$ cat src/bmcd_defs.svh
// Constants for the battery monitor command decoder
// Overview of operation
// - Codes 0x010 and 0x012 read housekeeping groups A and B.
// - Cell conversion pattern 01xx11d0ccc starts a cell conversion.
// - Open-wire pattern 01xxb1d1ccc; bias 0 pull-down, 1 pull-up.
// - Pattern 01xxpp00111 starts a cell self check.
// - Pattern 10xx1100ggg starts an aux conversion.
// - Pattern 10xxpp00111 starts an aux self check.
// - Pattern 10xx1101sss converts housekeeping channels; 000 all four.
// - Pattern 10xxpp01111 starts a housekeeping self check.
// - Pattern 10xx11d1111 converts all cells plus first two GPIOs.
// - Codes 0x711, 0x712, 0x713 wipe cell, aux, housekeeping results.
// - Code 0x714 polls whether a conversion is still running.
// - Code 0x715 starts mux check, progress reportable by polling.
// - Code 0x721 writes the link buffer group.
// - Code 0x722 reads the link buffer group.
// - Cell pick 000 all cells, 001-110 one pair n and n+6.
// - Aux pick 000 all GPIO plus reference, 001-101 one, 110 ref.
// - First byte: five zeros broadcast, or 1 plus four-bit address.
// - Packet error code covers the whole 16-bit command.
// - Housekeeping picks 5 and 6 act as aux conversion, same pick.
`ifndef BMCD_DEFS_SVH
`define BMCD_DEFS_SVH
`define BMCD_OP_WR_SETUP 11'h001
`define BMCD_OP_RD_SETUP 11'h002
`define BMCD_OP_RD_CELLS_A 11'h004
`define BMCD_OP_RD_CELLS_B 11'h006
`define BMCD_OP_RD_CELLS_C 11'h008
`define BMCD_OP_RD_CELLS_D 11'h00a
`define BMCD_OP_RD_AUX_A 11'h00c
`define BMCD_OP_RD_AUX_B 11'h00e
`define BMCD_OP_RD_HK_A 11'h010
`define BMCD_OP_RD_HK_B 11'h012
`define BMCD_OP_WIPE_CELL 11'h711
`define BMCD_OP_WIPE_AUX 11'h712
`define BMCD_OP_WIPE_HK 11'h713
`define BMCD_OP_POLL 11'h714
`define BMCD_OP_MUX_CHECK 11'h715
`define BMCD_OP_WR_LINK 11'h721
`define BMCD_OP_RD_LINK 11'h722
`define BMCD_ST1_FAST 16'h9565
`define BMCD_ST1_MID 16'h9553
`define BMCD_ST1_SLOW 16'h9555
`define BMCD_ST2_FAST 16'h6a9a
`define BMCD_ST2_MID 16'h6aac
`define BMCD_ST2_SLOW 16'h6aaa
`define BMCD_CLK_HZ 50000000
// Conversion times in microseconds, tenths where printed so
`define BMCD_T_FULL_27K_US 1100
`define BMCD_T_FULL_14K_US 1300
`define BMCD_T_FULL_7K_US 2300
`define BMCD_T_FULL_3K_US 3000
`define BMCD_T_FULL_2K_US 4400
`define BMCD_T_FULL_26H_US 201000
`define BMCD_T_ONE_27K_US 201
`define BMCD_T_ONE_14K_US 230
`define BMCD_T_ONE_7K_US 405
`define BMCD_T_ONE_3K_US 501
`define BMCD_T_ONE_2K_US 754
`define BMCD_T_ONE_26H_US 34000
`define BMCD_T_HK_27K_US 748
`define BMCD_T_HK_14K_US 865
`define BMCD_T_HK_7K_US 1600
`define BMCD_T_HK_3K_US 2000
`define BMCD_T_HK_2K_US 3000
`define BMCD_T_HK_26H_US 134000
`define BMCD_US_CYC(us) ((us) * (`BMCD_CLK_HZ / 1000000))
`endif

$ cat src/bmcd_pkg.sv
// Types for the battery monitor command decoder
package bmcd_pkg;
	typedef enum logic [4:0] {
		BMCD_OP_NONE, BMCD_OP_WR_SETUP, BMCD_OP_RD_SETUP,
		BMCD_OP_RD_CELLS, BMCD_OP_RD_AUX, BMCD_OP_RD_HK,
		BMCD_OP_CONV_CELLS, BMCD_OP_CONV_OW, BMCD_OP_CELL_ST,
		BMCD_OP_CONV_AUX, BMCD_OP_AUX_ST, BMCD_OP_CONV_HK,
		BMCD_OP_HK_ST, BMCD_OP_CONV_CAX, BMCD_OP_WIPE_CELL,
		BMCD_OP_WIPE_AUX, BMCD_OP_WIPE_HK, BMCD_OP_POLL,
		BMCD_OP_MUX_CHECK, BMCD_OP_WR_LINK, BMCD_OP_RD_LINK
	} bmcd_op_t;
	// Rate index: 0 27k,1 14k,2 7k,3 3k,4 2k,5 26Hz
	typedef logic [2:0] bmcd_rate_t;
	typedef struct packed {
		bmcd_op_t op;
		logic [1:0] group;
		logic [1:0] adc_rate_pick;
		bmcd_rate_t rate;
		logic balance_allow;
		logic open_wire_bias_dir;
		logic [1:0] diag_pattern_pick;
		logic [2:0] cell_pair_pick;
		logic [2:0] aux_input_pick;
		logic [2:0] housekeeping_pick;
		logic full_set;
	} bmcd_cmd_t;
	typedef struct packed {
		logic addressed;
		logic [3:0] addr;
		logic [10:0] code;
	} bmcd_frame_t;
endpackage : bmcd_pkg

$ cat src/bmcd_field_decode.sv
// Combinational code-to-command field decoder
`timescale 1ns/10ps
`default_nettype none
`include "bmcd_defs.svh"
module bmcd_field_decode (
	input wire logic [10:0] code_i,
	input wire logic rate_table_alt_i,
	output bmcd_pkg::bmcd_cmd_t cmd_o
);
	import bmcd_pkg::*;
	always_comb begin
		cmd_o = '0;
		cmd_o.op = BMCD_OP_NONE;
		cmd_o.adc_rate_pick = code_i[8:7];
		cmd_o.balance_allow = code_i[4];
		cmd_o.open_wire_bias_dir = code_i[6];
		cmd_o.diag_pattern_pick = code_i[6:5];
		cmd_o.cell_pair_pick = code_i[2:0];
		cmd_o.aux_input_pick = code_i[2:0];
		cmd_o.housekeeping_pick = code_i[2:0];
		// Rate table selection
		case (code_i[8:7])
			2'b01: cmd_o.rate = rate_table_alt_i ? 3'h1 : 3'h0;
			2'b10: cmd_o.rate = rate_table_alt_i ? 3'h3 : 3'h2;
			2'b11: cmd_o.rate = rate_table_alt_i ? 3'h4 : 3'h5;
			default: cmd_o.rate = rate_table_alt_i ? 3'h1 : 3'h0;
		endcase
		case (code_i)
			`BMCD_OP_WR_SETUP: cmd_o.op = BMCD_OP_WR_SETUP;
			`BMCD_OP_RD_SETUP: cmd_o.op = BMCD_OP_RD_SETUP;
			`BMCD_OP_RD_CELLS_A, `BMCD_OP_RD_CELLS_B,
			`BMCD_OP_RD_CELLS_C, `BMCD_OP_RD_CELLS_D: begin
				cmd_o.op = BMCD_OP_RD_CELLS;
				cmd_o.group = code_i[2:1] - 2'h2;
			end
			`BMCD_OP_RD_AUX_A, `BMCD_OP_RD_AUX_B: begin
				cmd_o.op = BMCD_OP_RD_AUX;
				cmd_o.group = {1'b0, code_i[1]};
			end
			`BMCD_OP_RD_HK_A, `BMCD_OP_RD_HK_B: begin
				cmd_o.op = BMCD_OP_RD_HK;
				cmd_o.group = {1'b0, code_i[1]};
			end
			`BMCD_OP_WIPE_CELL: cmd_o.op = BMCD_OP_WIPE_CELL;
			`BMCD_OP_WIPE_AUX: cmd_o.op = BMCD_OP_WIPE_AUX;
			`BMCD_OP_WIPE_HK: cmd_o.op = BMCD_OP_WIPE_HK;
			`BMCD_OP_POLL: cmd_o.op = BMCD_OP_POLL;
			`BMCD_OP_MUX_CHECK: cmd_o.op = BMCD_OP_MUX_CHECK;
			`BMCD_OP_WR_LINK: cmd_o.op = BMCD_OP_WR_LINK;
			`BMCD_OP_RD_LINK: cmd_o.op = BMCD_OP_RD_LINK;
			default: begin
				if (code_i[10:9] == 2'b01 && code_i[8:7] != 2'b00) begin
					if (code_i[6:5] == 2'b11 && code_i[3] == 1'b0)
						cmd_o.op = BMCD_OP_CONV_CELLS;
					else if (code_i[5] && code_i[3])
						cmd_o.op = BMCD_OP_CONV_OW;
					else if (code_i[4:0] == 5'h07 &&
							^code_i[6:5])
						cmd_o.op = BMCD_OP_CELL_ST;
				end else if (code_i[10:9] == 2'b10 &&
						code_i[8:7] != 2'b00) begin
					// Combined code with permission 0 overlaps 1101 prefix
					if (code_i[6:5] == 2'b11 && code_i[3:0] == 4'hf)
						cmd_o.op = BMCD_OP_CONV_CAX;
					else if (code_i[6:3] == 4'hc)
						cmd_o.op = BMCD_OP_CONV_AUX;
					else if (code_i[6:3] == 4'hd) begin
						if (code_i[2:0] == 3'h5 || code_i[2:0] == 3'h6)
							cmd_o.op = BMCD_OP_CONV_AUX;
						else if (code_i[2:0] <= 3'h4)
							cmd_o.op = BMCD_OP_CONV_HK;
					end else if (code_i[4:0] == 5'h07 && ^code_i[6:5])
						cmd_o.op = BMCD_OP_AUX_ST;
					else if (code_i[4:0] == 5'h0f && ^code_i[6:5])
						cmd_o.op = BMCD_OP_HK_ST;
				end
			end
		endcase
		cmd_o.full_set = (code_i[2:0] == 3'h0);
	end
endmodule : bmcd_field_decode
`default_nettype wire

$ cat src/bmcd_top.sv
// Battery monitor command decoder top: framing check, dispatch, timing
`timescale 1ns/10ps
`default_nettype none
`include "bmcd_defs.svh"
module bmcd_top (
	input wire logic clock_i,
	input wire logic arst_n_i,
	input wire logic cmd_valid_i,
	input wire logic [15:0] cmd_word_i,
	input wire logic pec_ok_i,
	input wire logic [3:0] dev_addr_i,
	input wire logic rate_table_alt_i,
	output logic cmd_accept_o,
	output bmcd_pkg::bmcd_cmd_t cmd_o,
	output logic read_group_o,
	output logic write_group_o,
	output logic conv_start_o,
	output logic wipe_cells_o,
	output logic wipe_aux_o,
	output logic wipe_hk_o,
	output logic busy_o,
	output logic poll_busy_o,
	output logic discharge_hold_o,
	output logic bias_pull_up_o,
	output logic [11:0] cell_enable_o,
	output logic [5:0] aux_enable_o,
	output logic [3:0] hk_enable_o,
	output logic self_check_o,
	output logic [15:0] self_check_value_o
);
	import bmcd_pkg::*;
	typedef enum logic [1:0] {
		BMCD_IDLE = 2'b00,
		BMCD_RUN = 2'b01,
		BMCD_DONE = 2'b11
	} bmcd_state_t;
	logic rst_s1_q, rst_n_q;
	bmcd_frame_t frame;
	bmcd_cmd_t dec;
	logic frame_ok;
	logic start_conv;
	logic [23:0] cycles;
	logic [23:0] count_q;
	bmcd_state_t state_q;
	bmcd_cmd_t cmd_q;
	bmcd_cmd_t conv_q;
	logic conv_op;
	logic [15:0] st_val;
	always_ff @(posedge clock_i or negedge arst_n_i) begin
		if (!arst_n_i) begin
			rst_s1_q <= 1'b0;
			rst_n_q <= 1'b0;
		end else begin
			rst_s1_q <= 1'b1;
			rst_n_q <= rst_s1_q;
		end
	end
	assign frame = cmd_word_i;
	// Broadcast needs five zeros; addressed needs matching address
	// Whole 16-bit word is covered by the error code
	assign frame_ok = cmd_valid_i && pec_ok_i &&
		(frame.addressed ? (frame.addr == dev_addr_i)
			: (frame.addr == 4'h0));
	bmcd_field_decode u_dec (
		.code_i(frame.code),
		.rate_table_alt_i(rate_table_alt_i),
		.cmd_o(dec)
	);
	assign conv_op = dec.op inside {BMCD_OP_CONV_CELLS, BMCD_OP_CONV_OW,
		BMCD_OP_CELL_ST, BMCD_OP_CONV_AUX, BMCD_OP_AUX_ST,
		BMCD_OP_CONV_HK, BMCD_OP_HK_ST, BMCD_OP_CONV_CAX,
		BMCD_OP_MUX_CHECK};
	// Start refused while a conversion runs
	assign start_conv = frame_ok && state_q != BMCD_RUN && conv_op;
	// Conversion length from rate and selection width
	function automatic logic [23:0] conv_cycles(input bmcd_cmd_t c);
		logic [23:0] r;
		logic hk, one;
		r = 24'h0;
		hk = (c.op == BMCD_OP_CONV_HK || c.op == BMCD_OP_HK_ST);
		one = !c.full_set && (c.op == BMCD_OP_CONV_CELLS ||
			c.op == BMCD_OP_CONV_OW || c.op == BMCD_OP_CONV_AUX ||
			c.op == BMCD_OP_CONV_HK);
		case (c.rate)
			3'h0: r = 24'(hk && !one ? `BMCD_US_CYC(`BMCD_T_HK_27K_US)
				: one ? `BMCD_US_CYC(`BMCD_T_ONE_27K_US)
				: `BMCD_US_CYC(`BMCD_T_FULL_27K_US));
			3'h1: r = 24'(hk && !one ? `BMCD_US_CYC(`BMCD_T_HK_14K_US)
				: one ? `BMCD_US_CYC(`BMCD_T_ONE_14K_US)
				: `BMCD_US_CYC(`BMCD_T_FULL_14K_US));
			3'h2: r = 24'(hk && !one ? `BMCD_US_CYC(`BMCD_T_HK_7K_US)
				: one ? `BMCD_US_CYC(`BMCD_T_ONE_7K_US)
				: `BMCD_US_CYC(`BMCD_T_FULL_7K_US));
			3'h3: r = 24'(hk && !one ? `BMCD_US_CYC(`BMCD_T_HK_3K_US)
				: one ? `BMCD_US_CYC(`BMCD_T_ONE_3K_US)
				: `BMCD_US_CYC(`BMCD_T_FULL_3K_US));
			3'h4: r = 24'(hk && !one ? `BMCD_US_CYC(`BMCD_T_HK_2K_US)
				: one ? `BMCD_US_CYC(`BMCD_T_ONE_2K_US)
				: `BMCD_US_CYC(`BMCD_T_FULL_2K_US));
			default: r = 24'(hk && !one
				? `BMCD_US_CYC(`BMCD_T_HK_26H_US)
				: one ? `BMCD_US_CYC(`BMCD_T_ONE_26H_US)
				: `BMCD_US_CYC(`BMCD_T_FULL_26H_US));
		endcase
		return r;
	endfunction : conv_cycles
	assign cycles = conv_cycles(dec);
	always_ff @(posedge clock_i or negedge rst_n_q) begin
		if (!rst_n_q) begin
			state_q <= BMCD_IDLE;
			count_q <= 24'h0;
		end else begin
			case (state_q)
				BMCD_IDLE, BMCD_DONE: begin
					if (start_conv) begin
						state_q <= BMCD_RUN;
						count_q <= cycles;
					end
				end
				BMCD_RUN: begin
					if (count_q <= 24'h1)
						state_q <= BMCD_DONE;
					count_q <= count_q - 24'h1;
				end
				default: state_q <= BMCD_IDLE;
			endcase
		end
	end
	always_ff @(posedge clock_i or negedge rst_n_q) begin
		if (!rst_n_q) begin
			cmd_q <= '0;
			cmd_accept_o <= 1'b0;
			read_group_o <= 1'b0;
			write_group_o <= 1'b0;
			conv_start_o <= 1'b0;
			wipe_cells_o <= 1'b0;
			wipe_aux_o <= 1'b0;
			wipe_hk_o <= 1'b0;
		end else begin
			cmd_accept_o <= frame_ok && dec.op != BMCD_OP_NONE;
			read_group_o <= frame_ok && (dec.op inside {BMCD_OP_RD_SETUP,
				BMCD_OP_RD_CELLS, BMCD_OP_RD_AUX, BMCD_OP_RD_HK,
				BMCD_OP_RD_LINK});
			write_group_o <= frame_ok && (dec.op == BMCD_OP_WR_SETUP ||
				dec.op == BMCD_OP_WR_LINK);
			conv_start_o <= start_conv;
			wipe_cells_o <= frame_ok && dec.op == BMCD_OP_WIPE_CELL;
			wipe_aux_o <= frame_ok && dec.op == BMCD_OP_WIPE_AUX;
			wipe_hk_o <= frame_ok && dec.op == BMCD_OP_WIPE_HK;
			if (frame_ok && dec.op != BMCD_OP_NONE &&
					(start_conv || !conv_op))
				cmd_q <= dec;
		end
	end
	assign cmd_o = cmd_q;
	// Running conversion kept apart from later reads and polls
	always_ff @(posedge clock_i or negedge rst_n_q) begin
		if (!rst_n_q)
			conv_q <= '0;
		else if (start_conv)
			conv_q <= dec;
	end
	assign busy_o = (state_q == BMCD_RUN);
	// Poll answer: high while busy, mirrors running state
	assign poll_busy_o = busy_o && cmd_q.op == BMCD_OP_POLL;
	// Discharge held off while a cell, open-wire or combined conversion runs without permission
	assign discharge_hold_o = busy_o && !conv_q.balance_allow &&
		(conv_q.op inside {BMCD_OP_CONV_CELLS, BMCD_OP_CONV_OW,
		BMCD_OP_CONV_CAX});
	assign bias_pull_up_o = busy_o && conv_q.op == BMCD_OP_CONV_OW &&
		conv_q.open_wire_bias_dir;
	// Per-cell enable: all, or pair n and n+6
	genvar gi;
	generate
		for (gi = 0; gi < 6; gi++) begin : g_pair
			logic sel;
			assign sel = busy_o && (conv_q.op inside {BMCD_OP_CONV_CELLS,
				BMCD_OP_CONV_OW, BMCD_OP_CONV_CAX, BMCD_OP_CELL_ST}) &&
				(conv_q.cell_pair_pick == 3'h0 ||
				conv_q.op == BMCD_OP_CONV_CAX ||
				conv_q.op == BMCD_OP_CELL_ST ||
				conv_q.cell_pair_pick == 3'(gi + 1));
			assign cell_enable_o[gi] = sel;
			assign cell_enable_o[gi + 6] = sel;
		end
		for (gi = 0; gi < 6; gi++) begin : g_aux
			// Aux pick: 000 all five plus ref, 001-110 one input, 111 none
			assign aux_enable_o[gi] = busy_o &&
				((conv_q.op == BMCD_OP_CONV_AUX &&
				(conv_q.aux_input_pick == 3'h0 ||
				conv_q.aux_input_pick == 3'(gi + 1))) ||
				conv_q.op == BMCD_OP_AUX_ST ||
				(conv_q.op == BMCD_OP_CONV_CAX && gi < 2));
		end
		for (gi = 0; gi < 4; gi++) begin : g_hk
			assign hk_enable_o[gi] = busy_o &&
				((conv_q.op == BMCD_OP_CONV_HK &&
				(conv_q.housekeeping_pick == 3'h0 ||
				conv_q.housekeeping_pick == 3'(gi + 1))) ||
				conv_q.op == BMCD_OP_HK_ST);
		end
	endgenerate
	assign self_check_o = conv_q.op inside {BMCD_OP_CELL_ST,
		BMCD_OP_AUX_ST, BMCD_OP_HK_ST};
	// Fixed self-check result by pattern and rate
	always_comb begin
		st_val = 16'h0000;
		if (conv_q.diag_pattern_pick == 2'b01)
			st_val = (conv_q.rate == 3'h0) ? `BMCD_ST1_FAST
				: (conv_q.rate == 3'h1) ? `BMCD_ST1_MID : `BMCD_ST1_SLOW;
		else if (conv_q.diag_pattern_pick == 2'b10)
			st_val = (conv_q.rate == 3'h0) ? `BMCD_ST2_FAST
				: (conv_q.rate == 3'h1) ? `BMCD_ST2_MID : `BMCD_ST2_SLOW;
	end
	always_ff @(posedge clock_i or negedge rst_n_q) begin
		if (!rst_n_q)
			self_check_value_o <= 16'h0000;
		else if (self_check_o)
			self_check_value_o <= st_val;
		else
			self_check_value_o <= 16'h0000;
	end
endmodule : bmcd_top
`default_nettype wire

$ cat config.mk
export PLATFORM = sky130hd
export DESIGN_NAME = bmcd_top
export DESIGN_NICKNAME = d
export VERILOG_FILES = /design/src/bmcd_pkg.sv /design/src/bmcd_field_decode.sv /design/src/bmcd_top.sv
export VERILOG_INCLUDE_DIRS = /design/src
export SDC_FILE = /design/constraint.sdc
export NUM_CORES = 1
export LEC_CHECK = 0
export BUFFER_PORTS_ARGS = -buffer_cell sky130_fd_sc_hd__buf_2
export CAP_MARGIN = 15
export CORE_UTILIZATION = 42
export DETAILED_ROUTE_END_ITERATION = 10
export SLEW_MARGIN = 20
export SYNTH_ARGS = -nofsm -noshare
export SYNTH_HDL_FRONTEND = slang
export SYNTH_SLANG_ARGS = --single-unit
$ cat constraint.sdc
create_clock -name clock_i -period 6.6 [get_ports clock_i]
set_input_delay 0 -clock clock_i [delete_from_list [all_inputs] [get_ports clock_i]]
set_output_delay 0 -clock clock_i [all_outputs]
set_load 0.05 [all_outputs]
==> flow_metrics.env <==
export IMPL_yosysMostFrequentCell="nand2_1"
export IMPL_fin_tns_setup_ps=0
export IMPL_hold_path_class="input pin to register"
export IMPL_finalSetupViolCount=0
export IMPL_dieArea_sq_um=12900
export IMPL_syn_area_sq_um=5240
export IMPL_path_clk_slew_ps=60
export IMPL_drt_wirelength_per_cell_um=16.5
export IMPL_cp_start_kind="register"
export IMPL_synth_area_leader_cell="dfrtp_1"
export IMPL_portBuffers=100
export IMPL_seq_area_frac_synth_pct=35.4
export IMPL_cts_setup_buffers=0
export IMPL_rsz0062_at_grt="false"
export IMPL_ir_drop_mv=0.163
export IMPL_area_growth_pct=12.7
export IMPL_num_nets_final=722
export IMPL_worstSetupPathType="register to register"
export IMPL_synthArstFlopShare_pct=100
export IMPL_static_leakage_power_nw=2.71
export IMPL_critPathCaptureType="register"
export IMPL_track_usage_pct=23.1
export IMPL_clock_latency_ps=340
export IMPL_synth_seq_cells=74
export IMPL_core_area_sq_um=12100
export IMPL_grt_busiest_layer="met2"
export IMPL_maxCapViolations=0
export IMPL_grt_pass1_vias=4516
export IMPL_vias=5002
export IMPL_critPathMaxFanout=6
export IMPL_dr_pass1_iters=5
export IMPL_die_x_um=114
export IMPL_grt_met2_usage_pct=35.6
export IMPL_syn_inst=644
export IMPL_grt_overflow=0
export IMPL_final_cells=864
export IMPL_max_freq_mhz=344
export IMPL_synth_distinct_cells=78
export IMPL_tritoncts="done"
export IMPL_htree_levels=3
export IMPL_outcome="finished clean"
export IMPL_grt_max_degree=58
export IMPL_grt_use_met3_pct=3.13
export IMPL_final_hold_violation_count=0
export IMPL_ys_flop_type="dfrtp_1"
export IMPL_clockBufferDepth=2
export IMPL_max_slew_margin_pct=36.9
export IMPL_antenna_left=0
export IMPL_antenna_found_initial=0
export IMPL_grt_use_met1_pct=32.4
export IMPL_gp_congestion=0.916
export IMPL_worst_slew_pin_slew_ps=945
export IMPL_yosysWarnings=0
export IMPL_skew_ps=6.33
export IMPL_synth_edf_count=0
export IMPL_reg2reg_slack_ps=3700
export IMPL_viasPerCell=5.79
export IMPL_period_share_pct=44.0
export IMPL_drc=0
export IMPL_root_buffer="clkbuf_16"
export IMPL_post_route_cells_drive_above_1_share_pct=22.4
export IMPL_finalPower_w=0.00158
export IMPL_io_pins=101
export IMPL_drtIter0Drc=292
export IMPL_drv_slew=0
export IMPL_grt_pass1_wl_mm=23.4
export IMPL_place_ws_ps=3390
export IMPL_dp_hpwl_mm=9.88
export IMPL_syn_nets=674
export IMPL_synthTopCellsByCount="nand2_1, dfrtp_1, nor2_1, o21ai_0, a21oi_1"
export IMPL_synth_area_leaders="dfrtp_1, nand2_1, nor2_1"
export IMPL_rows=40
export IMPL_required_ps=6800
export IMPL_syn_area_per_cell_sq_um=8.13
export IMPL_cts_buffers=9
export IMPL_worst_slack_ps=3700
export IMPL_start_util_pct=43.4
export IMPL_critical_path_arrival_ps=3110
export IMPL_fp_dieH_um=114
export IMPL_cts_sinks=74
export IMPL_p_per_area_nw_per_um2=267
export IMPL_synth_top_area_share_pct=35.4
export IMPL_fin_crit_ps=2900
export IMPL_drt_total_wl_mm=14.3
export IMPL_post_place_cells=847
export IMPL_num_antenna_cells=0
## flip-flops by register name, summed over array words and instances (netlist names)
signal,cells
cmd_accept_o,1
cmd_o,19
conv_q,14
conv_start_o,1
count_q,24
read_group_o,1
rst_n_q,1
rst_s1_q,1
self_check_value_o,6
state_q,2
wipe_aux_o,1
wipe_cells_o,1
wipe_hk_o,1
write_group_o,1
## critical path, cell delays in order, from the launching register on
cell and delay, ps:
dfrtp_1 430, nor4_1 310, nand2_1 160, or4_1 530, or2_2 340, nor3_1 440, and2_1 260, a21oi_1 80
o21ai_0 150, o21ai_1 80
## path summary, 6_finish.rpt
check | startpoint | to | cells after the start
worst max-delay path | count_q[8] | count_q[22] | 9
worst min-delay path | cmd_word_i[6] | cmd_o[12] | 2
worst max register to register | count_q[8] | count_q[22] | 9
worst min register to register | rst_n_q | conv_start_o | 0
max in group asynchronous | rst_n_q | self_check_value_o[12] | 1
min in group asynchronous | rst_n_q | conv_start_o | 0
## kinds of logic after synthesis
logic type               synth area share, %
AO/OA/AOI/OAI                           21.2
XOR/XNOR                                1.51
other                                 0.0716
multiplexers                            4.45
AND/OR/NAND/NOR                         26.9
buffers and inverters                   9.25
adder cells (fa/ha/maj)                 1.20
flip-flops                              35.4
## metrics by stage
| stage | util [%] | hold slack, ps | instance area, sq um |
|---|---|---|---|
| final | 48.9 | 46.8 | 5900 |
| after global routing | 48.9 | 47.2 | 5900 |
| after CTS | 48.9 | 29.9 | 5900 |
| after detailed placement | 46.2 | -211 | 5570 |
| after global placement | 46.2 | -212 | 5570 |
| after floorplan | - | -296 | 5240 |
## cell usage in the layout, fill, tap and decap left out, types with 6 or more instances in the layout
cell type  count
nand2b_1      11
buf_2        100
o21ai_1        6
mux2_4         8
nor2_1        72
a21oi_1       39
nand3_1       12
nor4_1        11
nor3b_1        6
clkbuf_16      9
a22oi_1        6
nand4_1        7
inv_1         17
nor2b_1       11
xnor2_1        7
mux2i_1        9
and3_1         6
o21ai_0       47
nand2_1       78
dfrtp_1       73
o22ai_1        6
nor3_1        32
## routing by layer
layer | up-vias | wire length (um) | part of all wire [%]
met3 | 30 | 744 | 5.2
met4 | 0 | 325 | 2.3
met5 | - | 0 | 0
met2 | 203 | 6490 | 46
met1 | 2388 | 6700 | 47
li1 | 2381 | - | -
## timing repair
action	4_1_cts	5_1_grt
hold buffers	2	0
resized for setup	0	0
hold endpoints to repair	2	0
## area by class of cell
type | instances | area, sq um
Multi-Input combinational cell | 482 | 2900
Tap cell | 168 | 210
Sequential cell | 74 | 1850
Fill cell | 1182 | 6160
Clock buffer | 10 | 229
Inverter | 18 | 67.6
Timing Repair Buffer | 107 | 558
Clock inverter | 5 | 80.1
## power breakdown
| part | switching (W) | internal (W) |
|---|---|---|
| clock network | 0.000196 | 0.000328 |
| registers | 0.0000783 | 0.000520 |
| logic | 0.000286 | 0.000168 |
Power figures use the tool's default switching activity.
